$ cat src/shared/cpe_pkg.sv
// Constants shared by the capstan phase error detector and its helpers.
// Assumes a 32-bit classic Wishbone bus with word-aligned registers.
package cpe_pkg;

  // ==========================================================================
  // Bus and datapath widths
  localparam int WB_ADR_W = 22;
  localparam int WB_DAT_W = 32;
  localparam int WB_SEL_W = 4;
  localparam int CNT_W = 20;
  localparam int PRESCALE_W = 3;
  localparam int PULSE_N = 5;

  // ==========================================================================
  // Register indices; the byte address is four times the index.
  localparam logic [19:0] IDX_CONTROL = 20'hF_D059;
  localparam logic [19:0] IDX_PRESET_LOW = 20'hF_D05A;
  localparam logic [19:0] IDX_PRESET_HIGH = 20'hF_D05C;
  localparam logic [19:0] IDX_ERROR_HIGH = 20'hF_D05D;
  localparam logic [19:0] IDX_ERROR_LOW = 20'hF_D05E;

  // ==========================================================================
  // Reset values
  localparam logic [7:0] RST_CONTROL = 8'h07;
  localparam logic [7:0] RST_PRESET_HIGH = 8'hF0;
  localparam logic [15:0] RST_PRESET_LOW = 16'h0000;
  localparam logic [7:0] RST_ERROR_HIGH = 8'hF0;
  localparam logic [15:0] RST_ERROR_LOW = 16'h0000;
  localparam logic [3:0] HIGH_UNUSED_BITS = 4'hF;
  localparam logic [2:0] CTRL_RESERVED_BITS = 3'h7;

  // ==========================================================================
  // Control field positions
  localparam int BIT_CLK_SEL_HI = 7;
  localparam int BIT_CLK_SEL_LO = 6;
  localparam int BIT_OVF = 5;
  localparam int BIT_SRC = 4;
  localparam int BIT_PAIR = 3;

  // ==========================================================================
  // Counter references
  localparam logic [19:0] ZERO_ERROR_REF = 20'h8_0000;
  localparam logic [19:0] COUNT_MAX = 20'hF_FFFF;

  // ==========================================================================
  // Pulse vector positions
  localparam int PULSE_FRAME = 0;
  localparam int PULSE_ALT = 1;
  localparam int PULSE_CORR = 2;
  localparam int PULSE_CTL = 3;
  localparam int PULSE_TACH = 4;

  // ==========================================================================
  // Types
  typedef enum logic [1:0] {
    CLK_DIV1 = 2'b00,
    CLK_DIV2 = 2'b01,
    CLK_DIV4 = 2'b10,
    CLK_DIV8 = 2'b11
  } cpe_clk_sel_e;

  typedef enum logic [1:0] {
    ST_IDLE = 2'b00,
    ST_RUN = 2'b01,
    ST_HALT = 2'b11
  } cpe_state_e;

endpackage : cpe_pkg

$ cat src/design/cpe_phase_detector.sv
// Capstan phase error detector: preset counter, error latch, register file.
// Assumes a classic Wishbone master on core_clk_i, a same-clock standby
// request and filter mode bit, and asynchronous reference pulse inputs.
//
// Added by the designer: the Wishbone register port.

// Notes on behaviour
// RULE_01 - Preset is byte-preset low nibble on top of word-preset sixteen bits.
// RULE_02 - Writing the word preset loads all twenty bits into the counter preset.
// RULE_03 - Software writes byte preset before word preset.
// RULE_04 - Zero error is count 0x80000; latched count is rebased to zero.
// RULE_05 - Software writes the word preset with word accesses only.
// RULE_06 - Preset registers are write-only; reads return no meaningful data.
// RULE_07 - Reset and standby set byte preset 0xF0, word preset 0x0000.
// RULE_08 - Error register is signed: zero on phase, negative leads, positive lags.
// RULE_09 - Software writes byte error then word error, word accesses only.
// RULE_10 - Reset and standby set byte error 0xF0, word error 0x0000.
// RULE_11 - Clock select 00..11 gives servo clock divided by 1, 2, 4, 8.
// RULE_12 - Counter counts up after preset, stops on overflow or latch, interrupts.
// RULE_13 - Overflow flag clears by writing 0 after reading 1; set wins.
// RULE_14 - Preset source bit: 0 frame reference, 1 alternate capstan reference.
// RULE_15 - Playback pair bit: 0 corrected ref/control; 1 frame ref/tachometer.
// RULE_16 - Transfer mode 0 sends detected error; 1 sends software-written error.
// RULE_17 - Phase interrupt comes from either latch pulse or counter overflow.
// RULE_18 - Control resets to 0x07; three low bits reserved.
// RULE_19 - Playback with pair bit 0 latches on divided control pulse; otherwise on tachometer pulse.
// RULE_20 - Flag writes never restart a stopped counter; only a preset does.
module cpe_phase_detector
  import cpe_pkg::*;
(
  // Clock, reset and power state
  input wire logic core_clk_i,
  input wire logic rst_i,
  input wire logic ce_i,
  input wire logic standby_i,
  // Wishbone slave
  input wire logic wb_cyc_i,
  input wire logic wb_stb_i,
  input wire logic wb_we_i,
  input wire logic [cpe_pkg::WB_ADR_W-1:0] wb_adr_i,
  input wire logic [cpe_pkg::WB_SEL_W-1:0] wb_sel_i,
  input wire logic [cpe_pkg::WB_DAT_W-1:0] wb_dat_i,
  output logic [cpe_pkg::WB_DAT_W-1:0] wb_dat_o,
  output logic wb_ack_o,
  // Servo mode
  input wire logic playback_mode_i,
  input wire logic error_transfer_mode_i,
  // Reference and latch pulses
  input wire logic internal_frame_reference_i,
  input wire logic alternate_capstan_reference_i,
  input wire logic corrected_capstan_reference_i,
  input wire logic divided_control_pulse_i,
  input wire logic divided_tachometer_pulse_i,
  // Digital filter side
  output logic [cpe_pkg::CNT_W-1:0] filter_error_data_o,
  output logic filter_error_valid_o,
  output logic phase_interrupt_request_o,
  output logic counter_running_o
);

  import cpe_pkg::*;

  // ==========================================================================
  // Helper functions

  // True when the byte address selects the given register index.
  function automatic logic reg_hit(input logic [WB_ADR_W-1:0] adr,
                                   input logic [19:0] idx);
    reg_hit = (adr == {idx, 2'b00});
  endfunction : reg_hit

  // Merges the two low byte lanes of a write into a 16-bit register.
  function automatic logic [15:0] merge16(input logic [15:0] old,
                                          input logic [31:0] dat,
                                          input logic [3:0] sel);
    merge16 = old;
    if (sel[0]) begin
      merge16[7:0] = dat[7:0];
    end
    if (sel[1]) begin
      merge16[15:8] = dat[15:8];
    end
  endfunction : merge16

  // ==========================================================================
  // Bus decode
  logic ack_reg;
  logic [WB_DAT_W-1:0] rdata_reg;
  logic access;
  logic wr;
  logic rd;
  logic hit_ctrl;
  logic hit_plow;
  logic hit_phigh;
  logic hit_ehigh;
  logic hit_elow;

  assign access = wb_cyc_i & wb_stb_i & ~ack_reg;
  assign wr = access & wb_we_i;
  assign rd = access & ~wb_we_i;
  assign hit_ctrl = reg_hit(wb_adr_i, IDX_CONTROL);
  assign hit_plow = reg_hit(wb_adr_i, IDX_PRESET_LOW);
  assign hit_phigh = reg_hit(wb_adr_i, IDX_PRESET_HIGH);
  assign hit_ehigh = reg_hit(wb_adr_i, IDX_ERROR_HIGH);
  assign hit_elow = reg_hit(wb_adr_i, IDX_ERROR_LOW);

  // ==========================================================================
  // Pulse synchronisation and counter clock
  logic [PULSE_N-1:0] pulse_raw;
  logic [PULSE_N-1:0] pulse_rise;
  logic tick;
  logic [1:0] clk_sel_reg;

  assign pulse_raw[PULSE_FRAME] = internal_frame_reference_i;
  assign pulse_raw[PULSE_ALT] = alternate_capstan_reference_i;
  assign pulse_raw[PULSE_CORR] = corrected_capstan_reference_i;
  assign pulse_raw[PULSE_CTL] = divided_control_pulse_i;
  assign pulse_raw[PULSE_TACH] = divided_tachometer_pulse_i;

  cpe_pulse_sync #(
    .WIDTH(PULSE_N)
  ) u_pulse_sync (
    .core_clk_i(core_clk_i),
    .rst_i(rst_i),
    .ce_i(ce_i),
    .async_i(pulse_raw),
    .rise_o(pulse_rise)
  );

  cpe_tick_gen u_tick_gen (
    .core_clk_i(core_clk_i),
    .rst_i(rst_i),
    .ce_i(ce_i),
    .clear_i(standby_i),
    .sel_i(clk_sel_reg),
    .tick_o(tick)
  );

  // ==========================================================================
  // Control register
  logic src_sel_reg;
  logic pair_sel_reg;
  logic ovf_flag_reg;
  logic ovf_armed_reg;
  logic ovf_evt;
  logic latch_evt;
  logic ovf_clear;

  always_ff @(posedge core_clk_i or posedge rst_i) begin
    if (rst_i) begin
      clk_sel_reg <= RST_CONTROL[BIT_CLK_SEL_HI:BIT_CLK_SEL_LO]; // [RULE_18]
      src_sel_reg <= RST_CONTROL[BIT_SRC];
      pair_sel_reg <= RST_CONTROL[BIT_PAIR];
    end else if (ce_i) begin
      if (standby_i) begin
        clk_sel_reg <= RST_CONTROL[BIT_CLK_SEL_HI:BIT_CLK_SEL_LO]; // [RULE_18]
        src_sel_reg <= RST_CONTROL[BIT_SRC];
        pair_sel_reg <= RST_CONTROL[BIT_PAIR];
      end else if (wr && hit_ctrl && wb_sel_i[0]) begin
        clk_sel_reg <= wb_dat_i[BIT_CLK_SEL_HI:BIT_CLK_SEL_LO]; // [RULE_11]
        src_sel_reg <= wb_dat_i[BIT_SRC]; // [RULE_14]
        pair_sel_reg <= wb_dat_i[BIT_PAIR]; // [RULE_15]
      end
    end
  end

  // A zero write only clears the flag once software has seen it as one.
  assign ovf_clear = wr & hit_ctrl & wb_sel_i[0] & ~wb_dat_i[BIT_OVF] &
                     ovf_armed_reg; // [RULE_13]

  always_ff @(posedge core_clk_i or posedge rst_i) begin
    if (rst_i) begin
      ovf_flag_reg <= RST_CONTROL[BIT_OVF];
      ovf_armed_reg <= 1'b0;
    end else if (ce_i) begin
      if (standby_i) begin
        ovf_flag_reg <= RST_CONTROL[BIT_OVF];
        ovf_armed_reg <= 1'b0;
      end else if (ovf_evt) begin
        ovf_flag_reg <= 1'b1; // [RULE_12] [RULE_13]
        ovf_armed_reg <= 1'b0;
      end else if (ovf_clear) begin
        ovf_flag_reg <= 1'b0; // [RULE_13]
        ovf_armed_reg <= 1'b0;
      end else if (rd && hit_ctrl && ovf_flag_reg) begin
        ovf_armed_reg <= 1'b1; // [RULE_13]
      end
    end
  end

  // ==========================================================================
  // Preset registers
  logic [3:0] preset_high_reg;
  logic [15:0] preset_low_reg;
  logic [CNT_W-1:0] preset_value_reg;
  logic [15:0] preset_low_next;

  assign preset_low_next = merge16(preset_low_reg, wb_dat_i, wb_sel_i);

  always_ff @(posedge core_clk_i or posedge rst_i) begin
    if (rst_i) begin
      preset_high_reg <= RST_PRESET_HIGH[3:0]; // [RULE_07]
      preset_low_reg <= RST_PRESET_LOW; // [RULE_07]
      preset_value_reg <= {RST_PRESET_HIGH[3:0], RST_PRESET_LOW};
    end else if (ce_i) begin
      if (standby_i) begin
        preset_high_reg <= RST_PRESET_HIGH[3:0]; // [RULE_07]
        preset_low_reg <= RST_PRESET_LOW; // [RULE_07]
        preset_value_reg <= {RST_PRESET_HIGH[3:0], RST_PRESET_LOW};
      end else if (wr && hit_phigh && wb_sel_i[0]) begin
        preset_high_reg <= wb_dat_i[3:0]; // [RULE_01]
      end else if (wr && hit_plow) begin
        preset_low_reg <= preset_low_next;
        preset_value_reg <= {preset_high_reg, preset_low_next}; // [RULE_01] [RULE_02]
      end
    end
  end

  // ==========================================================================
  // Preset and latch pulse selection
  logic frame_pulse;
  logic preset_pulse;
  logic latch_pulse;
  logic use_control_pair;

  assign frame_pulse = src_sel_reg ? pulse_rise[PULSE_ALT]
                                   : pulse_rise[PULSE_FRAME]; // [RULE_14]
  assign use_control_pair = playback_mode_i & ~pair_sel_reg; // [RULE_15]
  assign preset_pulse = use_control_pair ? pulse_rise[PULSE_CORR]
                                         : frame_pulse; // [RULE_15]
  assign latch_pulse = use_control_pair ? pulse_rise[PULSE_CTL]
                                        : pulse_rise[PULSE_TACH]; // [RULE_19]

  // ==========================================================================
  // Phase error counter
  cpe_state_e state_reg;
  logic [CNT_W-1:0] count_reg;
  logic running;

  assign running = (state_reg == ST_RUN);
  assign latch_evt = ce_i & ~standby_i & running & latch_pulse; // [RULE_17]
  assign ovf_evt = ce_i & ~standby_i & running & ~latch_pulse & tick &
                   (count_reg == COUNT_MAX); // [RULE_12] [RULE_17]

  // A latch and a preset in the same cycle both act: the finished measurement
  // is kept and the next one starts.
  always_ff @(posedge core_clk_i or posedge rst_i) begin
    if (rst_i) begin
      state_reg <= ST_IDLE;
      count_reg <= '0;
    end else if (ce_i) begin
      if (standby_i) begin
        state_reg <= ST_IDLE;
        count_reg <= '0;
      end else begin
        case (state_reg)
          ST_IDLE, ST_HALT: begin
            if (preset_pulse) begin
              state_reg <= ST_RUN; // [RULE_20]
              count_reg <= preset_value_reg;
            end
          end
          ST_RUN: begin
            if (preset_pulse) begin
              count_reg <= preset_value_reg;
            end else if (latch_evt || ovf_evt) begin
              state_reg <= ST_HALT; // [RULE_12]
            end else if (tick) begin
              count_reg <= count_reg + 1'b1; // [RULE_12]
            end
          end
          default: begin
            state_reg <= ST_IDLE;
          end
        endcase
      end
    end
  end

  // ==========================================================================
  // Error registers
  logic [CNT_W-1:0] error_reg;
  logic [CNT_W-1:0] detected_error;
  logic sw_error_send;

  // Flipping the top bit subtracts the zero-error reference modulo 2^20.
  assign detected_error = count_reg ^ ZERO_ERROR_REF; // [RULE_04] [RULE_08]
  assign sw_error_send = wr & hit_elow & error_transfer_mode_i;

  always_ff @(posedge core_clk_i or posedge rst_i) begin
    if (rst_i) begin
      error_reg <= {RST_ERROR_HIGH[3:0], RST_ERROR_LOW}; // [RULE_10]
    end else if (ce_i) begin
      if (standby_i) begin
        error_reg <= {RST_ERROR_HIGH[3:0], RST_ERROR_LOW}; // [RULE_10]
      end else if (latch_evt) begin
        error_reg <= detected_error; // [RULE_04]
      end else if (wr && hit_ehigh && wb_sel_i[0]) begin
        error_reg[19:16] <= wb_dat_i[3:0];
      end else if (wr && hit_elow) begin
        error_reg[15:0] <= merge16(error_reg[15:0], wb_dat_i, wb_sel_i);
      end
    end
  end

  // ==========================================================================
  // Filter transfer and interrupt
  logic [CNT_W-1:0] filter_data_reg;
  logic filter_valid_reg;
  logic irq_reg;

  always_ff @(posedge core_clk_i or posedge rst_i) begin
    if (rst_i) begin
      filter_data_reg <= '0;
      filter_valid_reg <= 1'b0;
      irq_reg <= 1'b0;
    end else if (ce_i) begin
      filter_valid_reg <= 1'b0;
      irq_reg <= latch_evt | ovf_evt; // [RULE_12] [RULE_17]
      if (standby_i) begin
        filter_data_reg <= '0;
      end else if (latch_evt && !error_transfer_mode_i) begin
        filter_data_reg <= detected_error; // [RULE_16]
        filter_valid_reg <= 1'b1;
      end else if (sw_error_send && !latch_evt) begin
        filter_data_reg <= {error_reg[19:16],
                            merge16(error_reg[15:0], wb_dat_i,
                                    wb_sel_i)}; // [RULE_16]
        filter_valid_reg <= 1'b1;
      end
    end
  end

  // ==========================================================================
  // Bus answer
  logic [WB_DAT_W-1:0] rdata_mux;

  always_comb begin
    rdata_mux = '0;
    if (hit_ctrl) begin
      rdata_mux[7:0] = {clk_sel_reg, ovf_flag_reg, src_sel_reg,
                        pair_sel_reg, CTRL_RESERVED_BITS};
    end else if (hit_ehigh) begin
      rdata_mux[7:0] = {HIGH_UNUSED_BITS, error_reg[19:16]};
    end else if (hit_elow) begin
      rdata_mux[15:0] = error_reg[15:0];
    end
    // Preset registers are write-only and read as zero. [RULE_06]
  end

  always_ff @(posedge core_clk_i or posedge rst_i) begin
    if (rst_i) begin
      ack_reg <= 1'b0;
      rdata_reg <= '0;
    end else if (ce_i) begin
      ack_reg <= access;
      if (rd) begin
        rdata_reg <= rdata_mux;
      end
    end
  end

  assign wb_ack_o = ack_reg;
  assign wb_dat_o = rdata_reg;
  assign filter_error_data_o = filter_data_reg;
  assign filter_error_valid_o = filter_valid_reg;
  assign phase_interrupt_request_o = irq_reg;
  assign counter_running_o = running;

endmodule : cpe_phase_detector

$ cat src/design/cpe_pulse_sync.sv
// Synchroniser and rising-edge detector for the reference pulse inputs.
// Assumes the inputs are asynchronous to core_clk_i and wider than a period.
module cpe_pulse_sync #(
  parameter int WIDTH = 5
) (
  // Clock and reset
  input wire logic core_clk_i,
  input wire logic rst_i,
  input wire logic ce_i,
  // Pulses
  input wire logic [WIDTH-1:0] async_i,
  output logic [WIDTH-1:0] rise_o
);

  // ==========================================================================
  // Two-flop synchroniser followed by a history flop
  logic [WIDTH-1:0] meta_reg;
  logic [WIDTH-1:0] sync_reg;
  logic [WIDTH-1:0] hist_reg;

  always_ff @(posedge core_clk_i or posedge rst_i) begin
    if (rst_i) begin
      meta_reg <= '0;
      sync_reg <= '0;
      hist_reg <= '0;
    end else if (ce_i) begin
      meta_reg <= async_i;
      sync_reg <= meta_reg;
      hist_reg <= sync_reg;
    end
  end

  assign rise_o = sync_reg & ~hist_reg;

endmodule : cpe_pulse_sync

$ cat src/design/cpe_tick_gen.sv
// Counter clock generator: divides the servo clock by 1, 2, 4 or 8.
// Assumes core_clk_i is the servo clock; ticks are one-cycle enables.
module cpe_tick_gen
  import cpe_pkg::*;
(
  // Clock and reset
  input wire logic core_clk_i,
  input wire logic rst_i,
  input wire logic ce_i,
  input wire logic clear_i,
  // Selection and tick
  input wire logic [1:0] sel_i,
  output logic tick_o
);

  // ==========================================================================
  // Free-running prescaler
  logic [PRESCALE_W-1:0] pre_reg;

  always_ff @(posedge core_clk_i or posedge rst_i) begin
    if (rst_i) begin
      pre_reg <= '0;
    end else if (ce_i) begin
      if (clear_i) begin
        pre_reg <= '0;
      end else begin
        pre_reg <= pre_reg + 1'b1;
      end
    end
  end

  always_comb begin
    case (cpe_clk_sel_e'(sel_i))
      CLK_DIV1: tick_o = ce_i; // [RULE_11]
      CLK_DIV2: tick_o = ce_i & (pre_reg[0] == 1'b1); // [RULE_11]
      CLK_DIV4: tick_o = ce_i & (pre_reg[1:0] == 2'b11); // [RULE_11]
      CLK_DIV8: tick_o = ce_i & (pre_reg == 3'b111); // [RULE_11]
      default: tick_o = 1'b0;
    endcase
  end

endmodule : cpe_tick_gen

$ cat config.mk
export PLATFORM = sky130hd
export DESIGN_NAME = cpe_phase_detector
export DESIGN_NICKNAME = d
export VERILOG_FILES = /design/src/shared/cpe_pkg.sv /design/src/design/cpe_phase_detector.sv /design/src/design/cpe_pulse_sync.sv /design/src/design/cpe_tick_gen.sv
export SDC_FILE = /design/constraint.sdc
export NUM_CORES = 1
export LEC_CHECK = 0
export BUFFER_PORTS_ARGS = -buffer_cell sky130_fd_sc_hd__buf_2
export CORE_MARGIN = 1.5
export CORE_UTILIZATION = 25
export CTS_CLUSTER_SIZE = 20
export DETAILED_ROUTE_END_ITERATION = 12
export PLACE_DENSITY_LB_ADDON = 0.12
export SLEW_MARGIN = 20
export SYNTH_ARGS = -nofsm -noshare
export SYNTH_HDL_FRONTEND = slang
export SYNTH_SLANG_ARGS = --single-unit
export TNS_END_PERCENT = 20
$ cat constraint.sdc
create_clock -name core_clk_i -period 11.1 [get_ports core_clk_i]
set_clock_uncertainty 0.2 [all_clocks]
set_input_delay 2.22 -clock core_clk_i [delete_from_list [all_inputs] [get_ports core_clk_i]]
set_output_delay 2.22 -clock core_clk_i [all_outputs]
set_load 0.01 [all_outputs]
# Yosys cells after proc, flatten, opt, wreduce, memory -nomap -nowiden
# Cells that the tools add are included.
dict set report op_classes {
  n_addsub 2
  n_eq_ne 20
  mux 57
  bitwise 30
  reduce_logical 38
}
# operator n
set op_table {}
lappend op_table {{$mux W20} 13}
lappend op_table {{$eq A22 B22 Y1 const B} 5}
lappend op_table {{$mux W16} 6}
lappend op_table {{$mux W8} 8}
lappend op_table {{$pmux W20 S2} 1}
lappend op_table {{$add A20 B1 Y20 const B} 1}
lappend op_table {{$and A1 B1 Y1} 20}
lappend op_table {{$eq A20 B20 Y1 const B} 1}
lappend op_table {{$mux W1} 17}
lappend op_table {{$reduce_bool A3 Y1} 5}
lappend op_table {{$reduce_and A2 Y1} 7}
lappend op_table {{$logic_and A1 B1 Y1} 12}
lappend op_table {{$mux W2} 6}
lappend op_table {{$mux W4} 3}
lappend op_table {{$ne A3 B3 Y1 const B} 3}
lappend op_table {{$eq A2 B2 Y1 const B} 4}
lappend op_table {{$ne A4 B4 Y1 const B} 2}
lappend op_table {{$not A1 Y1} 7}
lappend op_table {{$reduce_and A3 Y1} 2}
lappend op_table {{$reduce_bool A2 Y1} 3}
lappend op_table {{$and A5 B5 Y5} 1}
lappend op_table {{$not A5 Y5} 1}
lappend op_table {{$reduce_and A5 Y1} 1}
lappend op_table {{$eq A2 B1 Y1 const B} 2}
lappend op_table {{other kinds (14)} 16}
dict set report totals {
  regBits 145
  inputBits 72
  out_inout_bits 56
  wordCells 168
}

# Longest topological paths before layout
dict set report logic_depth {
  ltp_word 12
  ltp_mapped 10
  depth_no_buf 7
}

# Hierarchy
# A second synthesis with hierarchy kept.
dict set report unflattened {
  hier_cells 730
  area_unflattened_um2 7440.9
}
# module instances cells_each area_per_inst_um2 seq_area_each_um2
set modules_own_cells {}
lappend modules_own_cells {cpe_phase_detector 1 676 6621.4 2777.7}
lappend modules_own_cells {cpe_pulse_sync 1 38 648.1 375.4}
lappend modules_own_cells {cpe_tick_gen 1 16 171.4 75.1}

# Least setup slack after synthesis
# OpenSTA, ideal clock, no wires.
dict set report synth_timing {
  path_type {in2reg}
  start {in wb_adr_i[13] (netlist bit)}
  end {reg preset_high_reg[0]}
  setup_time_ps 121
  arrival_ps 4204
  required_ps 10779
  path_slack_ps 6575
  stages 6
  path_buffers 0
  path_cell_list {or4b_1 or4_4 or2_1 nor4_1 o21ai_1 a22o_1}
}
dict set report synth_via {
  elab_chain_len 5
}
# element line
set synth_lines {}
lappend synth_lines {{from (decl)} cpe_phase_detector.sv:40} ;# input wire logic [cpe_pkg::WB_ADR_W-1:0] wb_adr_i,
lappend synth_lines {{$eq A22 B22 Y1} cpe_phase_detector.sv:69} ;# reg_hit = (adr == {idx, 2'b00});
lappend synth_lines {{$logic_and A1 B1 Y1 (2 in a row)} cpe_phase_detector.sv:210} ;# end else if (wr && hit_phigh && wb_sel_i[0]) begin
lappend synth_lines {{$reduce_bool A2 Y1 (no line)} -}
lappend synth_lines {{$reduce_and A2 Y1 (no line)} -}
lappend synth_lines {{to (signal assigned)} cpe_phase_detector.sv:202} ;# preset_high_reg <= RST_PRESET_HIGH[3:0];
lappend synth_lines {{to (signal assigned)} cpe_phase_detector.sv:207} ;# preset_high_reg <= RST_PRESET_HIGH[3:0];
lappend synth_lines {{to (signal assigned)} cpe_phase_detector.sv:211} ;# preset_high_reg <= wb_dat_i[3:0];
lappend synth_lines {{to (decl)} cpe_phase_detector.sv:193} ;# logic [3:0] preset_high_reg;
# Every way passes these cells.
# A chain may end at the register's enable or synchronous reset.

# Final worst setup path
dict set report layout_timing {
  start {in ce_i}
  end {reg count_reg[2]}
}
dict set report layout_via {
  elab_chain_len 8
  elab_cells_between_ends 14
  cone_classes {2 x eq/ne; 1 x mux; 9 x bitwise; 2 x reduce/logical}
}
# element line
set layout_lines {}
lappend layout_lines {{from (decl)} cpe_phase_detector.sv:34} ;# input wire logic ce_i,
lappend layout_lines {{$and A1 B1 Y1 (2 in a row)} {cpe_phase_detector.sv:241, cpe_phase_detector.sv:242}}
lappend layout_lines {{$and A1 B1 Y1 (3 in a row)} cpe_phase_detector.sv:242} ;# assign ovf_evt = ce_i & ~standby_i & running & ~latch_pulse & tick &
lappend layout_lines {{$logic_or A1 B1 Y1} cpe_phase_detector.sv:266} ;# end else if (latch_evt || ovf_evt) begin
lappend layout_lines {{$ne A4 B4 Y1 (no line)} -}
lappend layout_lines {{$reduce_and A5 Y1 (no line) (*)} -}
lappend layout_lines {{to (signal assigned)} cpe_phase_detector.sv:260} ;# count_reg <= preset_value_reg;
lappend layout_lines {{to (signal assigned)} cpe_phase_detector.sv:265} ;# count_reg <= preset_value_reg;
lappend layout_lines {{to (signal assigned)} cpe_phase_detector.sv:269} ;# count_reg <= count_reg + 1'b1;
lappend layout_lines {{to (decl)} cpe_phase_detector.sv:237} ;# logic [CNT_W-1:0] count_reg;
# Mark *: on every way between the ends. The rest lies on a longest branch, timed or not.

==> out/results.ini <==
[logic_synthesis]
synth-simple-area-share=0.1842
synthAdderAreaFrac=0.009222
syn_inst=728
yosys_warnings=0
ys_types=59
synth_common_cells=dfrtp_1, nand2_1, o21ai_0
synthArstFlopShare=1.000
yosys-top-cells-area=dfrtp_1, nand2_1, o21ai_0
yosysTopAreaCellShare=0.4758
ys_seq_area_frac=0.4758
yosys.area.top_type=dfrtp_1
ys.flop_type=dfrtp_1
synthMuxAreaShare=0.06713
ys_ff_latch=129
synth_compound_area_frac=0.2020
syn_area_um2=6784
avgSynthCellArea_um2=9.319
synth-xor-area-share=0
synth.most_common_cell=dfrtp_1
synth-edff-count=0
synth_top_family_by_area=compound AO/OA/AOI/OAI gates

[sta]
rsz0062_at_grt=no
final_max_slew_viol_count=0
timing.fmax_ghz=0.2088
fin_hold_ws_ns=0.2636
worst_pin_slew_ns=1.022
tns_ns=0
fin_ws_ns=6.310
fin_crit_ns=4.790
setup_violations=0
relSlewSlack=0.3162
hold_viol_final=0
min_period_over_period=0.4315

[setup_path]
r2r-start=count_reg[0]$_DFFE_PP0P_
critPathLaunch=ce_i
reg2regPathDepth=7
r2r-end=count_reg[2]$_DFFE_PP0P_
path_class=in2reg
critPathMaxFanout=33
worstSetupEndpoint=count_reg[2]$_DFFE_PP0P_
rrSetupSlack_ns=7.87
start_kind=input port
end_kind=flop
cp.required_ns=11.23
crit_arrival_ns=4.92

[route]
top_layer_used=met4
dr_wl_met3_um=906
drc=0
drt_iter0_markers=358
wl_met2_um=10590
wl_met1_um=10380
wl_per_cell_um=19.08
vias=5725
routed_wl_um=22110
drt_first_pass_iters=5
vias_per_cell=4.940
ant_nets=0

[power]
p_leak_nw=3.667
irDropWorstVdd_mv=0.07900
powerDensity_nw_per_um2=164.4

[floorplanning]
rows=60
fp.dieArea_um2=28130
core_area_um2=26800
die_h_um=167.7
start_util=0.2531
ioPinCount=128
fp.dieW_um=167.7

[cts]
hold_buffers=0
cts.htree.levels=4
cts-buffers-inserted=17
tritoncts=built
post_cts_resized=0
cts_max_path_buffers=2
clock-root-buffer=clkbuf_16
postCtsSetupRepairBufs=0
path_clk_slew_ns=0.07
worstSkewPairLatency_ns=0.43
cts_sinks=129

[placed_design]
place_congestion=0.7682
post-place-ws_ns=5.864
portBuffers=93
post-dp-hpwl_um=15510

[global_routing]
grt_use_total=0.1617
grt_max_degree=74
antenna_found_initial=2
grt_pass1_wl_um=34420
grt_pass1_vias=5615
grt-ovfl-total=0

[cells_and_area]
area_delta_synth_final_pct=20.29
drive_gt1_frac=0.2164
num_antenna_cells=0
final_nets=882

[outcome]
status=completed

[job]
maxCapViolCount=0

[min_path]
hold_class=reg2reg
min_from=wb_dat_o[10]$_DFFE_PP0P_

## cell type report
| cell class | instances | area (um^2) |
|---|---|---|
| inverters | 15 | 61.31 |
| multi-input cells | 534 | 3233 |
| flip-flops and latches | 129 | 3228 |
| clock buffers | 17 | 425.4 |
| fillers | 2823 | 18640 |
| clock inverters | 15 | 207.7 |
| repair buffers | 108 | 578.1 |
| well taps | 341 | 426.7 |
## logic make-up (layout without fill, tap and decap cells)
family,after synthesis,after routing
flip-flops,129,129
adder cells (fa/ha/maj),5,5
AO/OA/AOI/OAI,216,216
other,1,16
buffers and inverters,80,155
AND/OR/NAND/NOR,254,254
multiplexers,43,43
## cell usage in the layout (no fill, tap or decap), types with 4 or more instances in the layout
master / instances
o2bb2ai_1: 8
nor4_1: 9
o21ai_0: 61
nor2b_1: 5
nor2_1: 59
mux2i_1: 23
nor3_1: 15
nand2_1: 90
or3_1: 4
bufinv_16: 4
ha_1: 5
nand3_1: 24
a21oi_1: 54
and3_1: 4
clkbuf_16: 17
buf_4: 15
mux2_2: 20
conb_1: 16
a32o_1: 4
o31ai_1: 29
dfrtp_1: 129
buf_2: 93
nand4_1: 8
a31oi_1: 13
inv_1: 14
a22oi_1: 8
a22o_1: 18
nor3b_1: 6
o31a_1: 4
## metal layers
metal | up-vias | track usage
li1 | 2784 | -
met1 | 2770 | 0.2170
met2 | 152 | 0.2658
met3 | 19 | 0.03167
met4 | 0 | 0.04152
met5 | - | 0
## how the worst min path moves through the flow
| stage | endpoint | cells after the start |
|---|---|---|
| after floorplan | preset_value_reg[16]$_DFFE_PP0P_ | 1 |
| after detailed placement | wb_dat_o[10]$_DFFE_PP0P_ | 2 |
| after global placement | wb_dat_o[10]$_DFFE_PP0P_ | 2 |
| after global routing | wb_dat_o[10]$_DFFE_PP0P_ | 2 |
| final | wb_dat_o[10]$_DFFE_PP0P_ | 2 |
| after CTS | wb_dat_o[10]$_DFFE_PP0P_ | 2 |
## worst max-delay path, cell delays in order
cell     delay [ns]
buf_2          0.08
buf_4          0.38
inv_1          0.30
buf_4          0.26
a41oi_1        0.30
o31ai_2        0.11
buf_4          0.24
or3_1          0.70
o21ai_0        0.30
## stage by stage
stage / std cells / area, um^2 / util / power, W
floorplan: 743 / 6840 / - / 0.0006581
global placement: 1127 / 7527 / 0.2809 / 0.0007373
detailed placement: 1127 / 7527 / 0.2809 / 0.0007380
CTS: 1159 / 8160 / 0.3045 / 0.001356
global route: 1159 / 8160 / 0.3045 / 0.001401
finish: 1159 / 8160 / 0.3045 / 0.001342
## where the power goes
group / total [W] / switching [W] / internal (W)
Sequential: 0.000519 / 0.0000207 / 0.000498
Combinational: 0.000208 / 0.000140 / 0.0000673
Clock: 0.000615 / 0.000236 / 0.000379
No activity file was read; power rests on OpenSTA's default activity.
